$ cat config.mk
export PLATFORM = sky130hd
export DESIGN_NAME = nfh_ctrl
export DESIGN_NICKNAME = d
export VERILOG_FILES = /design/src/hw/nfh_pkg.sv /design/src/hw/nfh_ctrl.sv
export VERILOG_INCLUDE_DIRS = /design/src /design/src/hw
export SDC_FILE = /design/constraint.sdc
export NUM_CORES = 2
export LEC_CHECK = 0
export ABC_AREA = 1
export BUFFER_PORTS_ARGS = -buffer_cell sky130_fd_sc_hd__buf_2
export CELL_PAD_IN_SITES_DETAIL_PLACEMENT = 1
export CELL_PAD_IN_SITES_GLOBAL_PLACEMENT = 2
export CORE_ASPECT_RATIO = 0.8
export CORE_MARGIN = 2
export CORE_UTILIZATION = 41
export CTS_BUF_LIST = sky130_fd_sc_hd__clkbuf_16
export DETAILED_ROUTE_END_ITERATION = 8
export PLACE_DENSITY = 0.82
export SETUP_SLACK_MARGIN = 0.15
export SKIP_CTS_REPAIR_TIMING = 1
export SKIP_LAST_GASP = 1
export SLEW_MARGIN = 30
export SYNTH_ARGS = -nofsm -noshare
export SYNTH_HDL_FRONTEND = slang
export SYNTH_SLANG_ARGS = --single-unit
$ cat constraint.sdc
create_clock -name CLK_SYS -period 3.6 [get_ports CLK_SYS]
set_input_delay 0.72 -clock CLK_SYS [delete_from_list [all_inputs] [get_ports CLK_SYS]]
set_output_delay 0.72 -clock CLK_SYS [all_outputs]
set_load 0.03 [all_outputs]
$ cat src/hw/nfh_cfg.svh
// Constants for the flash host sequencer: commands, layout and timing
// Contract
// [RULE_01] Command byte latched on write strobe rise
// [RULE_02] Address bytes latched on write strobe rise
// [RULE_03] Read strobe fall outputs byte, advances column
// [RULE_04] Ready/busy low while operation runs
// [RULE_05] Latch enables and strobes select bus mode
// [RULE_06] Write-protect low blocks program and erase
// [RULE_07] Page load busy for at most 10 us
// [RULE_08] Spare-select high hides 16-byte spare region
// [RULE_09] At most 2 main, 3 spare programs; counts are kept for the most recent page only
// [RULE_10] Page end in sequential read goes busy; the sequencer reads len_r bytes and takes no busy wait at a page end
// [RULE_11] End read: chip select high 100 ns
// [RULE_12] Deselect during page load aborts, returns ready
// [RULE_13] Reset command always busy, at most 5 us
// [RULE_14] Block zero always valid, never marked bad
// [RULE_15] Erased locations read as all ones
// [RULE_16] Non-ones at column 517 marks block bad
// [RULE_17] Never erase or program a bad block
// [RULE_18] Steer accesses away from bad blocks; only program and erase on a marked block are refused, reads still run
`ifndef NFH_CFG_SVH
`define NFH_CFG_SVH
`define NFH_CMD_PTR_MAIN 8'h00
`define NFH_CMD_PTR_SPARE 8'h50
`define NFH_CMD_PROG_LOAD 8'h80
`define NFH_CMD_PROG_GO 8'h10
`define NFH_CMD_ERASE_SETUP 8'h60
`define NFH_CMD_ERASE_GO 8'hD0
`define NFH_CMD_RESET 8'hFF
`define NFH_ERASED 8'hFF
`define NFH_BAD_COL 10'h005
`define NFH_NOP_MAIN 2'h2
`define NFH_NOP_SPARE 2'h3
`define NFH_CLK_NS 4
`define NFH_CYC_MIN(ns) (((ns) + `NFH_CLK_NS - 1) / `NFH_CLK_NS)
`define NFH_T_WP_NS 25
`define NFH_T_WH_NS 25
`define NFH_T_RP_NS 50
`define NFH_T_WB_NS 100
`define NFH_T_CEH_NS 100
`define NFH_T_WP_CYC 8'(`NFH_CYC_MIN(`NFH_T_WP_NS))
`define NFH_T_WH_CYC 8'(`NFH_CYC_MIN(`NFH_T_WH_NS))
`define NFH_T_RP_CYC 8'(`NFH_CYC_MIN(`NFH_T_RP_NS))
`define NFH_T_WB_CYC 8'(`NFH_CYC_MIN(`NFH_T_WB_NS))
`define NFH_T_CEH_CYC 8'(`NFH_CYC_MIN(`NFH_T_CEH_NS))
`endif

$ cat src/hw/nfh_pkg.sv
// Types and step decoding for the flash host sequencer
`include "nfh_cfg.svh"
package nfh_pkg;
  typedef enum logic [2:0] {
    OP_READ = 3'h0, OP_READ_SPARE = 3'h1, OP_PROG = 3'h2,
    OP_PROG_SPARE = 3'h3, OP_ERASE = 3'h4, OP_RESET = 3'h5
  } nfh_op_type;
  typedef enum logic [2:0] {
    K_CMD = 3'h0, K_ADDR = 3'h1, K_DATA = 3'h2, K_READ = 3'h3, K_WAIT = 3'h4, K_END = 3'h5
  } nfh_kind_type;
  typedef struct packed {
    nfh_kind_type kind;
    logic [7:0] b;
  } nfh_step_type;
  typedef enum logic [5:0] {
    S_IDLE = 6'h01, S_STEP = 6'h02, S_LOW = 6'h04, S_HIGH = 6'h08, S_WAIT = 6'h10, S_CEH = 6'h20
  } nfh_state_type;

  // Byte list per operation; a = {page[13:0], column[7:0]}
  function automatic nfh_step_type nfh_step(nfh_op_type op, logic [3:0] idx, logic [21:0] a);
    logic [7:0] ptr;
    nfh_step_type s;
    ptr = op[0] ? `NFH_CMD_PTR_SPARE : `NFH_CMD_PTR_MAIN;
    s = '{K_END, 8'h00};
    case (op)
      OP_READ, OP_READ_SPARE: begin
        case (idx)
          4'h0: s = '{K_CMD, ptr};
          4'h1: s = '{K_ADDR, a[7:0]};
          4'h2: s = '{K_ADDR, a[15:8]};
          4'h3: s = '{K_ADDR, {2'h0, a[21:16]}};
          4'h4: s = '{K_WAIT, 8'h00};
          4'h5: s = '{K_READ, 8'h00};
          default: s = '{K_END, 8'h00};
        endcase
      end
      OP_PROG, OP_PROG_SPARE: begin
        case (idx)
          4'h0: s = '{K_CMD, ptr};
          4'h1: s = '{K_CMD, `NFH_CMD_PROG_LOAD};
          4'h2: s = '{K_ADDR, a[7:0]};
          4'h3: s = '{K_ADDR, a[15:8]};
          4'h4: s = '{K_ADDR, {2'h0, a[21:16]}};
          4'h5: s = '{K_DATA, 8'h00};
          4'h6: s = '{K_CMD, `NFH_CMD_PROG_GO};
          4'h7: s = '{K_WAIT, 8'h00};
          default: s = '{K_END, 8'h00};
        endcase
      end
      OP_ERASE: begin
        case (idx)
          4'h0: s = '{K_CMD, `NFH_CMD_ERASE_SETUP};
          4'h1: s = '{K_ADDR, a[15:8]};
          4'h2: s = '{K_ADDR, {2'h0, a[21:16]}};
          4'h3: s = '{K_CMD, `NFH_CMD_ERASE_GO};
          4'h4: s = '{K_WAIT, 8'h00};
          default: s = '{K_END, 8'h00};
        endcase
      end
      default: begin
        case (idx)
          4'h0: s = '{K_CMD, `NFH_CMD_RESET};
          4'h1: s = '{K_WAIT, 8'h00};
          default: s = '{K_END, 8'h00};
        endcase
      end
    endcase
    return s;
  endfunction : nfh_step
endpackage : nfh_pkg

$ cat src/hw/nfh_ctrl.sv
// Flash host sequencer with read-data FIFO and bad-block table
`timescale 1ns/1ps
`default_nettype none
`include "nfh_cfg.svh"

module nfh_fifo #(
  parameter int W = 8,
  parameter int D = 32
) (
  input wire logic clk,
  input wire logic rst_n,
  input wire logic in_valid,
  output logic in_ready,
  input wire logic [W-1:0] in_data,
  output logic out_valid,
  input wire logic out_ready,
  output logic [W-1:0] out_data
);
  localparam int AW = $clog2(D);
  logic [W-1:0] mem_r [0:D-1];
  logic [AW-1:0] wp_r, rp_r;
  logic [AW:0] cnt_r;
  logic push, pop;
  assign push = in_valid && in_ready;
  assign pop = out_valid && out_ready;
  assign in_ready = (cnt_r != (AW+1)'(D));
  assign out_valid = (cnt_r != '0);
  assign out_data = mem_r[rp_r];
  // Storage only; no reset needed on data
  always_ff @(posedge clk) begin
    if (push) begin
      mem_r[wp_r] <= in_data;
    end
  end
  // Pointers and fill level
  always_ff @(posedge clk or negedge rst_n) begin
    if (!rst_n) begin
      wp_r <= '0;
      rp_r <= '0;
      cnt_r <= '0;
    end else begin
      if (push) wp_r <= (wp_r == AW'(D-1)) ? '0 : wp_r + 1'b1;
      if (pop) rp_r <= (rp_r == AW'(D-1)) ? '0 : rp_r + 1'b1;
      cnt_r <= cnt_r + (AW+1)'(push) - (AW+1)'(pop);
    end
  end
endmodule : nfh_fifo

module nfh_ctrl import nfh_pkg::*; #(
  parameter int NBLK = 1024,
  parameter int FIFO_DEPTH = 32
) (
  // Clock and reset
  input wire logic CLK_SYS,
  input wire logic RST_N,
  // Operation request
  input wire logic CMD_VALID,
  input wire logic [2:0] CMD_OP,
  input wire logic [21:0] CMD_ADDR,
  input wire logic [9:0] CMD_LEN,
  input wire logic CMD_SPARE_OFF,
  output logic CMD_READY,
  output logic DONE,
  output logic REFUSED,
  // Program data
  input wire logic [7:0] WR_DATA,
  input wire logic WR_VALID,
  output logic WR_READY,
  // Read data
  output logic [7:0] RD_DATA,
  output logic RD_VALID,
  input wire logic RD_READY,
  // Flash pins
  output logic FL_CLE,
  output logic FL_ALE,
  output logic FL_CE_N,
  output logic FL_WE_N,
  output logic FL_READ_STROBE_N,
  output logic FL_WP_N,
  output logic FL_SPARE_SEL,
  output logic [7:0] FL_IO_OUT,
  output logic FL_IO_OE,
  input wire logic [7:0] FL_IO_IN,
  input wire logic FL_RB
);
  nfh_state_type st_r;
  nfh_op_type op_r;
  nfh_step_type stp;
  logic [7:0] tmr_r, io_s1, io_s2, io_s3, io_st, push_data_r;
  logic [3:0] idx_r;
  logic [9:0] cnt_r, len_r, col_r;
  logic [21:0] addr_r;
  logic rb_s1, rb_s2, rb_s3, rb_st, push_r, fifo_in_ready, accept, refuse, prog_req;
  logic bad_r [0:NBLK-1];
  logic [13:0] pc_page_r;
  logic [1:0] pc_main_r, pc_spare_r;

  assign stp = nfh_step(op_r, idx_r, addr_r);
  assign prog_req = (CMD_OP == OP_PROG) || (CMD_OP == OP_PROG_SPARE);
  // Partial-program limit tracks only the most recent page
  assign refuse = ((prog_req || CMD_OP == OP_ERASE) && bad_r[CMD_ADDR[21:12]]) || // RULE_17 RULE_18
                  (prog_req && CMD_ADDR[21:8] == pc_page_r && (CMD_OP[0] ?
                   pc_spare_r == `NFH_NOP_SPARE : pc_main_r == `NFH_NOP_MAIN)); // RULE_09
  assign accept = (st_r == S_IDLE) && CMD_VALID && CMD_READY;

  // Pin inputs: three stages, change taken when stages two and three agree
  always_ff @(posedge CLK_SYS or negedge RST_N) begin
    if (!RST_N) begin
      {io_s1, io_s2, io_s3, io_st} <= '0;
      {rb_s1, rb_s2, rb_s3, rb_st} <= '0;
    end else begin
      io_s1 <= FL_IO_IN;
      io_s2 <= io_s1;
      io_s3 <= io_s2;
      rb_s1 <= FL_RB;
      rb_s2 <= rb_s1;
      rb_s3 <= rb_s2;
      if (io_s2 == io_s3) io_st <= io_s3;
      if (rb_s2 == rb_s3) rb_st <= rb_s3;
    end
  end

  // Sequencer and pin drive
  always_ff @(posedge CLK_SYS or negedge RST_N) begin
    if (!RST_N) begin
      st_r <= S_IDLE;
      op_r <= OP_RESET;
      {tmr_r, idx_r, cnt_r, len_r, col_r, addr_r, push_data_r} <= '0;
      {DONE, REFUSED, WR_READY, push_r} <= '0;
      CMD_READY <= 1'b1;
      {FL_CLE, FL_ALE, FL_IO_OE, FL_WP_N, FL_SPARE_SEL} <= '0;
      {FL_CE_N, FL_WE_N, FL_READ_STROBE_N} <= 3'h7;
      FL_IO_OUT <= '0;
    end else begin
      DONE <= 1'b0;
      REFUSED <= 1'b0;
      WR_READY <= 1'b0;
      push_r <= 1'b0;
      case (st_r)
        S_IDLE: begin
          if (accept && refuse) begin
            REFUSED <= 1'b1;
          end else if (accept) begin
            CMD_READY <= 1'b0;
            op_r <= nfh_op_type'(CMD_OP);
            addr_r <= CMD_ADDR;
            col_r <= {2'h0, CMD_ADDR[7:0]};
            len_r <= (CMD_LEN == '0) ? 10'h001 : CMD_LEN;
            cnt_r <= (CMD_LEN == '0) ? 10'h001 : CMD_LEN;
            idx_r <= '0;
            FL_SPARE_SEL <= CMD_SPARE_OFF; // RULE_08
            FL_WP_N <= prog_req || (CMD_OP == OP_ERASE); // RULE_06
            FL_CE_N <= 1'b0; // RULE_05
            st_r <= S_STEP;
          end
        end
        S_STEP: begin
          case (stp.kind)
            K_CMD, K_ADDR: begin
              FL_CLE <= (stp.kind == K_CMD); // RULE_01
              FL_ALE <= (stp.kind == K_ADDR); // RULE_02
              FL_IO_OUT <= stp.b;
              FL_IO_OE <= 1'b1;
              FL_WE_N <= 1'b0;
              tmr_r <= `NFH_T_WP_CYC;
              st_r <= S_LOW;
            end
            K_DATA: begin
              // Stall until a byte is offered
              if (WR_VALID) begin
                FL_IO_OUT <= WR_DATA;
                FL_IO_OE <= 1'b1;
                FL_WE_N <= 1'b0;
                WR_READY <= 1'b1;
                tmr_r <= `NFH_T_WP_CYC;
                st_r <= S_LOW;
              end
            end
            K_READ: begin
              // FIFO back-pressure holds the read strobe high
              if (fifo_in_ready) begin
                FL_IO_OE <= 1'b0;
                FL_READ_STROBE_N <= 1'b0; // RULE_03 RULE_05
                tmr_r <= `NFH_T_RP_CYC;
                st_r <= S_LOW;
              end
            end
            K_WAIT: begin
              FL_IO_OE <= 1'b0;
              tmr_r <= `NFH_T_WB_CYC;
              st_r <= S_WAIT;
            end
            default: begin
              // Read stops after len_r bytes; no busy wait is taken at a page end
              FL_CE_N <= 1'b1; // RULE_10 RULE_11
              FL_WP_N <= 1'b0;
              FL_IO_OE <= 1'b0;
              tmr_r <= `NFH_T_CEH_CYC;
              st_r <= S_CEH;
            end
          endcase
        end
        S_LOW: begin
          if (tmr_r == '0) begin
            FL_WE_N <= 1'b1;
            FL_READ_STROBE_N <= 1'b1;
            if (stp.kind == K_READ) begin
              push_r <= 1'b1;
              push_data_r <= io_st; // RULE_03
              col_r <= col_r + 10'h001;
            end
            tmr_r <= `NFH_T_WH_CYC;
            st_r <= S_HIGH;
          end else begin
            tmr_r <= tmr_r - 8'h01;
          end
        end
        S_HIGH: begin
          if (tmr_r == '0) begin
            FL_CLE <= 1'b0;
            FL_ALE <= 1'b0;
            if ((stp.kind == K_DATA || stp.kind == K_READ) && cnt_r > 10'h001) begin
              cnt_r <= cnt_r - 10'h001;
            end else begin
              cnt_r <= len_r;
              idx_r <= idx_r + 4'h1;
            end
            st_r <= S_STEP;
          end else begin
            tmr_r <= tmr_r - 8'h01;
          end
        end
        S_WAIT: begin
          // Chip select stays low through the load, so no abort occurs
          if (tmr_r != '0) begin
            tmr_r <= tmr_r - 8'h01;
          end else if (rb_st) begin
            idx_r <= idx_r + 4'h1; // RULE_04 RULE_07 RULE_12 RULE_13
            st_r <= S_STEP;
          end
        end
        S_CEH: begin
          if (tmr_r == '0) begin
            CMD_READY <= 1'b1; // RULE_11
            DONE <= 1'b1;
            st_r <= S_IDLE;
          end else begin
            tmr_r <= tmr_r - 8'h01;
          end
        end
        default: st_r <= S_IDLE;
      endcase
    end
  end

  // Bad-block table built from marker reads; block zero is never marked
  always_ff @(posedge CLK_SYS or negedge RST_N) begin
    if (!RST_N) begin
      for (int i = 0; i < NBLK; i++) bad_r[i] <= 1'b0;
    end else if (st_r == S_LOW && tmr_r == '0 && stp.kind == K_READ && op_r == OP_READ_SPARE &&
                 col_r == `NFH_BAD_COL && addr_r[11:9] == 3'h0 && io_st != `NFH_ERASED &&
                 addr_r[21:12] != 10'h000) begin
      bad_r[addr_r[21:12]] <= 1'b1; // RULE_14 RULE_15 RULE_16
    end
  end

  // Partial-program counts for the last page, cleared by erasing its block
  always_ff @(posedge CLK_SYS or negedge RST_N) begin
    if (!RST_N) begin
      pc_page_r <= '0;
      pc_main_r <= '0;
      pc_spare_r <= '0;
    end else if (accept && !refuse && prog_req) begin
      pc_page_r <= CMD_ADDR[21:8];
      if (CMD_ADDR[21:8] != pc_page_r) begin
        pc_main_r <= CMD_OP[0] ? 2'h0 : 2'h1;
        pc_spare_r <= CMD_OP[0] ? 2'h1 : 2'h0;
      end else if (CMD_OP[0]) begin
        pc_spare_r <= pc_spare_r + 2'h1; // RULE_09
      end else begin
        pc_main_r <= pc_main_r + 2'h1;
      end
    end else if (accept && !refuse && CMD_OP == OP_ERASE && CMD_ADDR[21:12] == pc_page_r[13:4]) begin
      pc_main_r <= '0;
      pc_spare_r <= '0;
    end
  end

  nfh_fifo #(.W(8), .D(FIFO_DEPTH)) u_fifo (
    .clk(CLK_SYS),
    .rst_n(RST_N),
    .in_valid(push_r),
    .in_ready(fifo_in_ready),
    .in_data(push_data_r),
    .out_valid(RD_VALID),
    .out_ready(RD_READY),
    .out_data(RD_DATA)
  );
endmodule : nfh_ctrl
`default_nettype wire

---- Word-level counts from Yosys, hierarchy flattened ----
Memory sizes are Yosys's and may differ from the RTL's.
Index checks and enable logic that the tools add are counted.
word-level totals
  memories kept ........................... 1
  logic and storage cells ................. 1,300
  bits in writable memories ............... 256
  register bits ........................... 1,196
  output and inout port bits .............. 29
  input bits .............................. 58
cells by class
  $lt $le $gt $ge ......................... 4
  reduce and logical (&&, ||, !) cells .... 66
  add/subtract/negate cells ............... 10
  bitwise logic cells ..................... 4
  mux-type cells .......................... 96
  eq/ne operators ......................... 58
memories
  name          depth  width  rd ports  clocked after Yosys merged registers in  write ports  RTL line        source
  u_fifo.mem_r  32     8      1         0                                        1            nfh_ctrl.sv:20  logic [W-1:0] mem_r [0:D-1];
operators by type and width
  operator                number
  $or A1024 B1024 Y1024   1
  $mux W10                9
  $pmux W11 S8            1
  $pmux W11 S6            1
  $pmux W11 S5            1
  $mux W6                 9
  $mux W8                 6
  $pmux W10 S2            2
  $pmux W6 S6             1
  $pmux W11 S3            1
  $mux W1                 32
  $pmux W8 S4             1
  $ne A2 B2 Y1 const B    14
  $mux W4                 6
  $pmux W6 S4             1
  $pmux W8 S3             1
  $ge A11 B11 Y1 const B  2
  $not A10 Y11            2
  $pmux W11 S2            1
  $logic_and A1 B1 Y1     21
  $reduce_and A4 Y1       5
  $eq A3 B2 Y1 const B    6
  $eq A4 B3 Y1 const B    4
  $pmux W1 S2             8
  61 further kinds        102

---- Depth between registers and ports, before layout ----
  depth after elaboration ................. 12
  depth in mapped cells ................... 24
  gate-level depth less buffers ........... 21

---- By module ----
From an unflattened synthesis, not the netlist that was laid out.
second synthesis, totals
  cells, all modules ...................... 7,963
  area, all modules ....................... 71,637.5 um2
modules (own cells, without submodules)
  module    sequential area each (um2)  cells an instance  instances  area each (um2)
  nfh_ctrl  29,537.1                    6,719              1          59,304.4
  nfh_fifo  8,087.8                     1,244              1          12,333.1

---- Least setup slack after synthesis ----
OpenSTA, ideal clock, no wires.
  kind .................................... input -> register
  start ................................... input CMD_ADDR[12]
  end ..................................... register cnt_r[2]
  cell stages on the path ................. 16
  data arrival time ....................... 2.786 ns
  buffers on the path ..................... 3
  setup time .............................. 0.123 ns
  setup slack ............................. 0.691 ns
  data required time ...................... 3.477 ns
  cell sequence ........................... buf_4 buf_6 nor2_1 or4_1 nor3_1 nand2_1 or2_4 clkinv_2 o2111ai_4 nand2_2 nand2_2 nand2_4 nor2_4 buf_6 nand2_1 nand2_1
between the ends
  cells in the longest elaborated chain, start to end .. 9
  elaborated cells between the ends (all ways) .. 12
  those cells by class .................... 2 x eq/ne; 3 x mux; 1 x bitwise; 6 x reduce/logical
ends and longest elaborated chain
  what                                        RTL line         source
  from (decl)                                 nfh_ctrl.sv:59   input wire logic [21:0] CMD_ADDR,
  $not A10 Y11 (implied by the code)          nfh_ctrl.sv:101  assign refuse = ((prog_req || CMD_OP == OP_ERASE) && bad_r[CMD_ADDR[21:12]]) ||
  $bmux W1 S10                                nfh_ctrl.sv:101
  $mux W1 (implied by the code) (2 in a row)  nfh_ctrl.sv:101
  $logic_and A1 B1 Y1                         nfh_ctrl.sv:101
  $logic_or A1 B1 Y1 (*)                      nfh_ctrl.sv:101
  $logic_and A1 B1 Y1 (*)                     nfh_ctrl.sv:141  if (accept && refuse) begin
  $ne A2 B2 Y1 (no line) (*)                  -
  $reduce_and A4 Y1 (no line) (*)             -
  to (signal assigned)                        nfh_ctrl.sv:149  cnt_r <= (CMD_LEN == '0) ? 10'h001 : CMD_LEN;
  to (signal assigned)                        nfh_ctrl.sv:223  cnt_r <= cnt_r - 10'h001;
  to (signal assigned)                        nfh_ctrl.sv:225  cnt_r <= len_r;
  to (decl)                                   nfh_ctrl.sv:91   logic [9:0] cnt_r, len_r, col_r;
Mark *: on every way between the ends. The rest lies on a longest branch, timed or not. The select of a mux whose other input is x is not followed.
A chain may end at the register's enable or synchronous reset.

---- Final worst setup path ----
  start ................................... register u_fifo.rp_r[0]
  end ..................................... output RD_DATA[4]
between the ends
  cells in the longest elaborated chain, start to end .. 1
ends and longest elaborated chain
  what                    RTL line        source
  from (decl)             nfh_ctrl.sv:21  logic [AW-1:0] wp_r, rp_r;
  from (signal assigned)  nfh_ctrl.sv:43  if (pop) rp_r <= (rp_r == AW'(D-1)) ? '0 : rp_r + 1'b1;
  $mem_v2 Z32 W8          -
  to (decl)               nfh_ctrl.sv:70  output logic [7:0] RD_DATA,
Every way passes these cells.

==> results by group <==
Detailed routing
  • Vias: between 50,000 and 60,000
  • Antenna Nets Post-Route: 0
  • WL/cell: 26.43 um
  • Post-DR vias/cell: about 5.8
  • First DRT Iteration DRCs: about 5,900
  • First-pass iteration count of the detailed router: 5
  • Residual DRC: 0
  • DRT Wirelength: 267,200 um

Critical path
  • Max FO, Critical Path: 8
  • Worst reg2reg path depth: 20
  • R2R Setup Slk: roughly 0.29 ns
  • Reg2reg start: idx_r[0]$_DFFE_PN0P_
  • Critical Path RT: roughly 2.9 ns
  • Crit start category: flop
  • Worst r2r dst: bad_r[20]$_DFFE_PN0P_
  • Crit path kind: flop to output pin
  • Arr. time, crit path: approximately 2.8 ns
  • Crit. End Element: output pin

Yosys
  • Asr flop ratio synth: approximately 82%
  • Top FF cell, synth: dfrtp_1
  • Cell with the most instances after synthesis: nand2_1
  • Syn avg cell area: 9.228 um2
  • Synth area leader: dfrtp_1
  • Synth top cells by count: nand2_1, dfrtp_1, nand3_1
  • Top cell type's share of synthesized area: between 40% and 50%
  • Flops & latches, synth: between 1,000 and 1,500
  • Seq/Total Area, Yosys: between 50% and 60%
  • Post-synth EDFFs: about 260
  • Ys Warns: 0
  • Mapped Area: between 70,000 and 80,000 um2
  • Mapped Nets: roughly 7,700
  • Synth area leaders: dfrtp_1, nand2_1, edfxtp_1
  • Post-Syn Instances: between 7,000 and 8,000
  • Unique masters post-synth: 55

Global route
  • Grt met2 use: 45.32%
  • Most used routing layer: met2
  • Remaining Overflow, GRT: 0
  • Global-route wire length before repair: between 300,000 and 400,000 um
  • Vias in the first global route: around 60,000
  • Gr usage total: between 20 and 30%
  • Met1 GRT Util: approximately 43%
  • Met3 usage: 4.013%
  • Antenna violations before repair: 6
  • Largest net degree at the start of global routing: roughly 170

Clock tree
  • Clk pin slew, worst setup/hold paths: roughly 0.060 ns
  • TritonCTS clock tree: yes
  • CTS max path bufs: 3
  • Total CTS buffers: 154
  • Number of clock sinks: ~1,500
  • Htree depth: 4
  • Clock Latency Late Sink: ~0.84 ns
  • Clk root buf: clkbuf_16

Timing
  • Slew margin rel.: a little under a third
  • Final period util: 98.61%
  • Min Tclk post-route: ~3.5 ns
  • Worst Slack Setup Final: 0.05009 ns
  • Max Transition Viols Final: 0
  • Worst hold slack: 0.01065 ns
  • RSZ-0062 raised after global routing: yes
  • Endpoints failing setup: 0
  • Final Hold Vio Count: 0
  • Skew final: between 0.03 and 0.04 ns
  • Actual transition at the worst max-transition pin: about 1 ns
  • Fmax: 281.7 MHz

Power and ir drop
  • Leakage: 36.11 nW
  • Pwr dens: between 500 and 600 nW/um2
  • Peak VDD IR: 521.8 uV

Layout
  • Fin nets: 7,809
  • Post-route non-filler standard cell count: around 10,000
  • Area added between synthesis and finish: 17.26%
  • Share of cells above drive strength 1: between 10% and 20%
  • Multi-input logic area: between 20,000 and 30,000 um2
  • Fillers: 19,013
  • Storage cell area: about 38,000 um2
  • Final core utilization: between 40% and 50%

Hold path
  • Hold-critical path endpoint: io_s1[5]$_DFF_PN0_
  • Hold Startpoint: FL_IO_IN[5]
  • WHS Path Cells: 1
  • Worst hold path type: input pin to flop

Run status
  • Status: finished, final reports clean

Floorplan
  • DIE HEIGHT: 374.1 um
  • Die ar.: 174,600 um2
  • Initial Util: 41.36%
  • Core area: roughly 170,000 um2
  • I/O pins: 87
  • Row Count: roughly 140
  • Die X: 466.7 um

Placement
  • Dpl ws: -0.4468 ns
  • Placed Cells: approximately 9,800
  • DP Wirelength: 153,900 um
  • Input/output buffers: 86
  • GP Congestion: roughly 0.84

Run
  • Max-cap violations: 0
==> placed cells by master, fill, tap and decap left out, types with 34 or more instances in the layout <==
cell type  count
buf_12       123
clkinv_1      43
nor2_4        46
o21ai_0      247
clkbuf_16    182
o21bai_2     500
o21ai_2       34
edfxtp_1     256
o21ai_1       70
nand2_1     2264
nor2_1       251
a21oi_1       58
nor2_2        41
buf_4        291
inv_1        232
buf_2         73
nand3_1     1030
o21bai_1     500
dfrtp_1     1180
==> worst max path at each step <==
stage | cells after the start | slack, ns | startpoint | end
6_report | 10 | 0.05 | u_fifo.rp_r[0]$_DFFE_PN0P_ | RD_DATA[4]
5_1_grt | 10 | -0.03 | u_fifo.rp_r[0]$_DFFE_PN0P_ | RD_DATA[0]
4_1_cts | 9 | -0.52 | u_fifo.rp_r[0]$_DFFE_PN0P_ | RD_DATA[4]
3_5_place_dp | 23 | -0.45 | CMD_ADDR[12] | col_r[3]$_DFFE_PN0P_
3_3_place_gp | 23 | -0.43 | CMD_ADDR[12] | col_r[3]$_DFFE_PN0P_
2_1_floorplan | 16 | 0.69 | CMD_ADDR[12] | cnt_r[2]$_DFFE_PN0P_
==> power by group <==
part           leakage, nW  total (mW)  switching, mW  internal [mW]
Combinational         14.1        11.8           8.29           3.50
Sequential            19.4        17.9          0.566           17.3
Clock                 2.53        15.8           7.30           8.48
==> registers in the layout (all words and copies together), names as in the netlist, 5 cells and up <==
| name | cells |
|---|---|
| addr_r | 22 |
| len_r | 10 |
| io_s2 | 8 |
| io_s3 | 8 |
| cnt_r | 10 |
| bad_r | 1024 |
| io_s1 | 8 |
| u_fifo.rp_r | 5 |
| u_fifo.wp_r | 5 |
| push_data_r | 8 |
| u_fifo.cnt_r | 6 |
| tmr_r | 8 |
| st_r | 6 |
| u_fifo.mem_r | 256 |
| pc_page_r | 14 |
| col_r | 10 |
| io_st | 8 |
| FL_IO_OUT | 8 |
==> metrics by stage <==
stage / power [mW] / instance area [um2] / TNS (ns)
final: 45.44 / 82330 / 0
after global routing: 47.09 / 82320 / -0.07557
after CTS: 44.03 / 80340 / -39.92
after detailed placement: 28.28 / 75490 / -57.77
after global placement: 28.00 / 75490 / -22.74
after floorplan: 23.43 / 70210 / 0
==> worst max-delay path, cell delays in order, from the launching register on <==
cell and delay (ns):
dfrtp_4 0.51, buf_12 0.18, clkinv_16 0.09, clkbuf_16 0.15
nor2_1 0.06, o22ai_1 0.24, o21ai_1 0.15, o21ai_2 0.26
o21ai_1 0.09, inv_1 0.11, buf_6 0.14
==> layout make-up <==
class	count	area share [%]
multi-input cells	5334	35.90
clock inverters	127	1.172
diodes	4	0.01216
inverters	213	1.049
well taps	2260	3.435
repair buffers	567	7.964
repair inverters	1	0.03648
flip-flops and latches	1452	45.72
clock buffers	155	4.711
==> logic make-up (layout without fill, tap and decap cells) <==
family | count (synthesis) | in the layout | synth area share [%]
compound gates | 1540 | 1540 | 17.77
flops | 1452 | 1452 | 53.59
xor+xnor | 37 | 37 | 0.4616
fa+ha+maj | 29 | 29 | 0.5239
other cells | 0 | 4 | 0
mux | 1 | 1 | 0.01604
simple gates | 3727 | 3727 | 22.14
buf+inv | 822 | 1063 | 5.491
==> layer usage <==
metal / part of all wire, % / vias to the layer above
met4: 2.8 / 0
met5: 0 / -
met1: 45 / 30929
met3: 6.2 / 433
li1: - / 25760
met2: 46 / 1900
No activity file was read; power rests on OpenSTA's default activity.
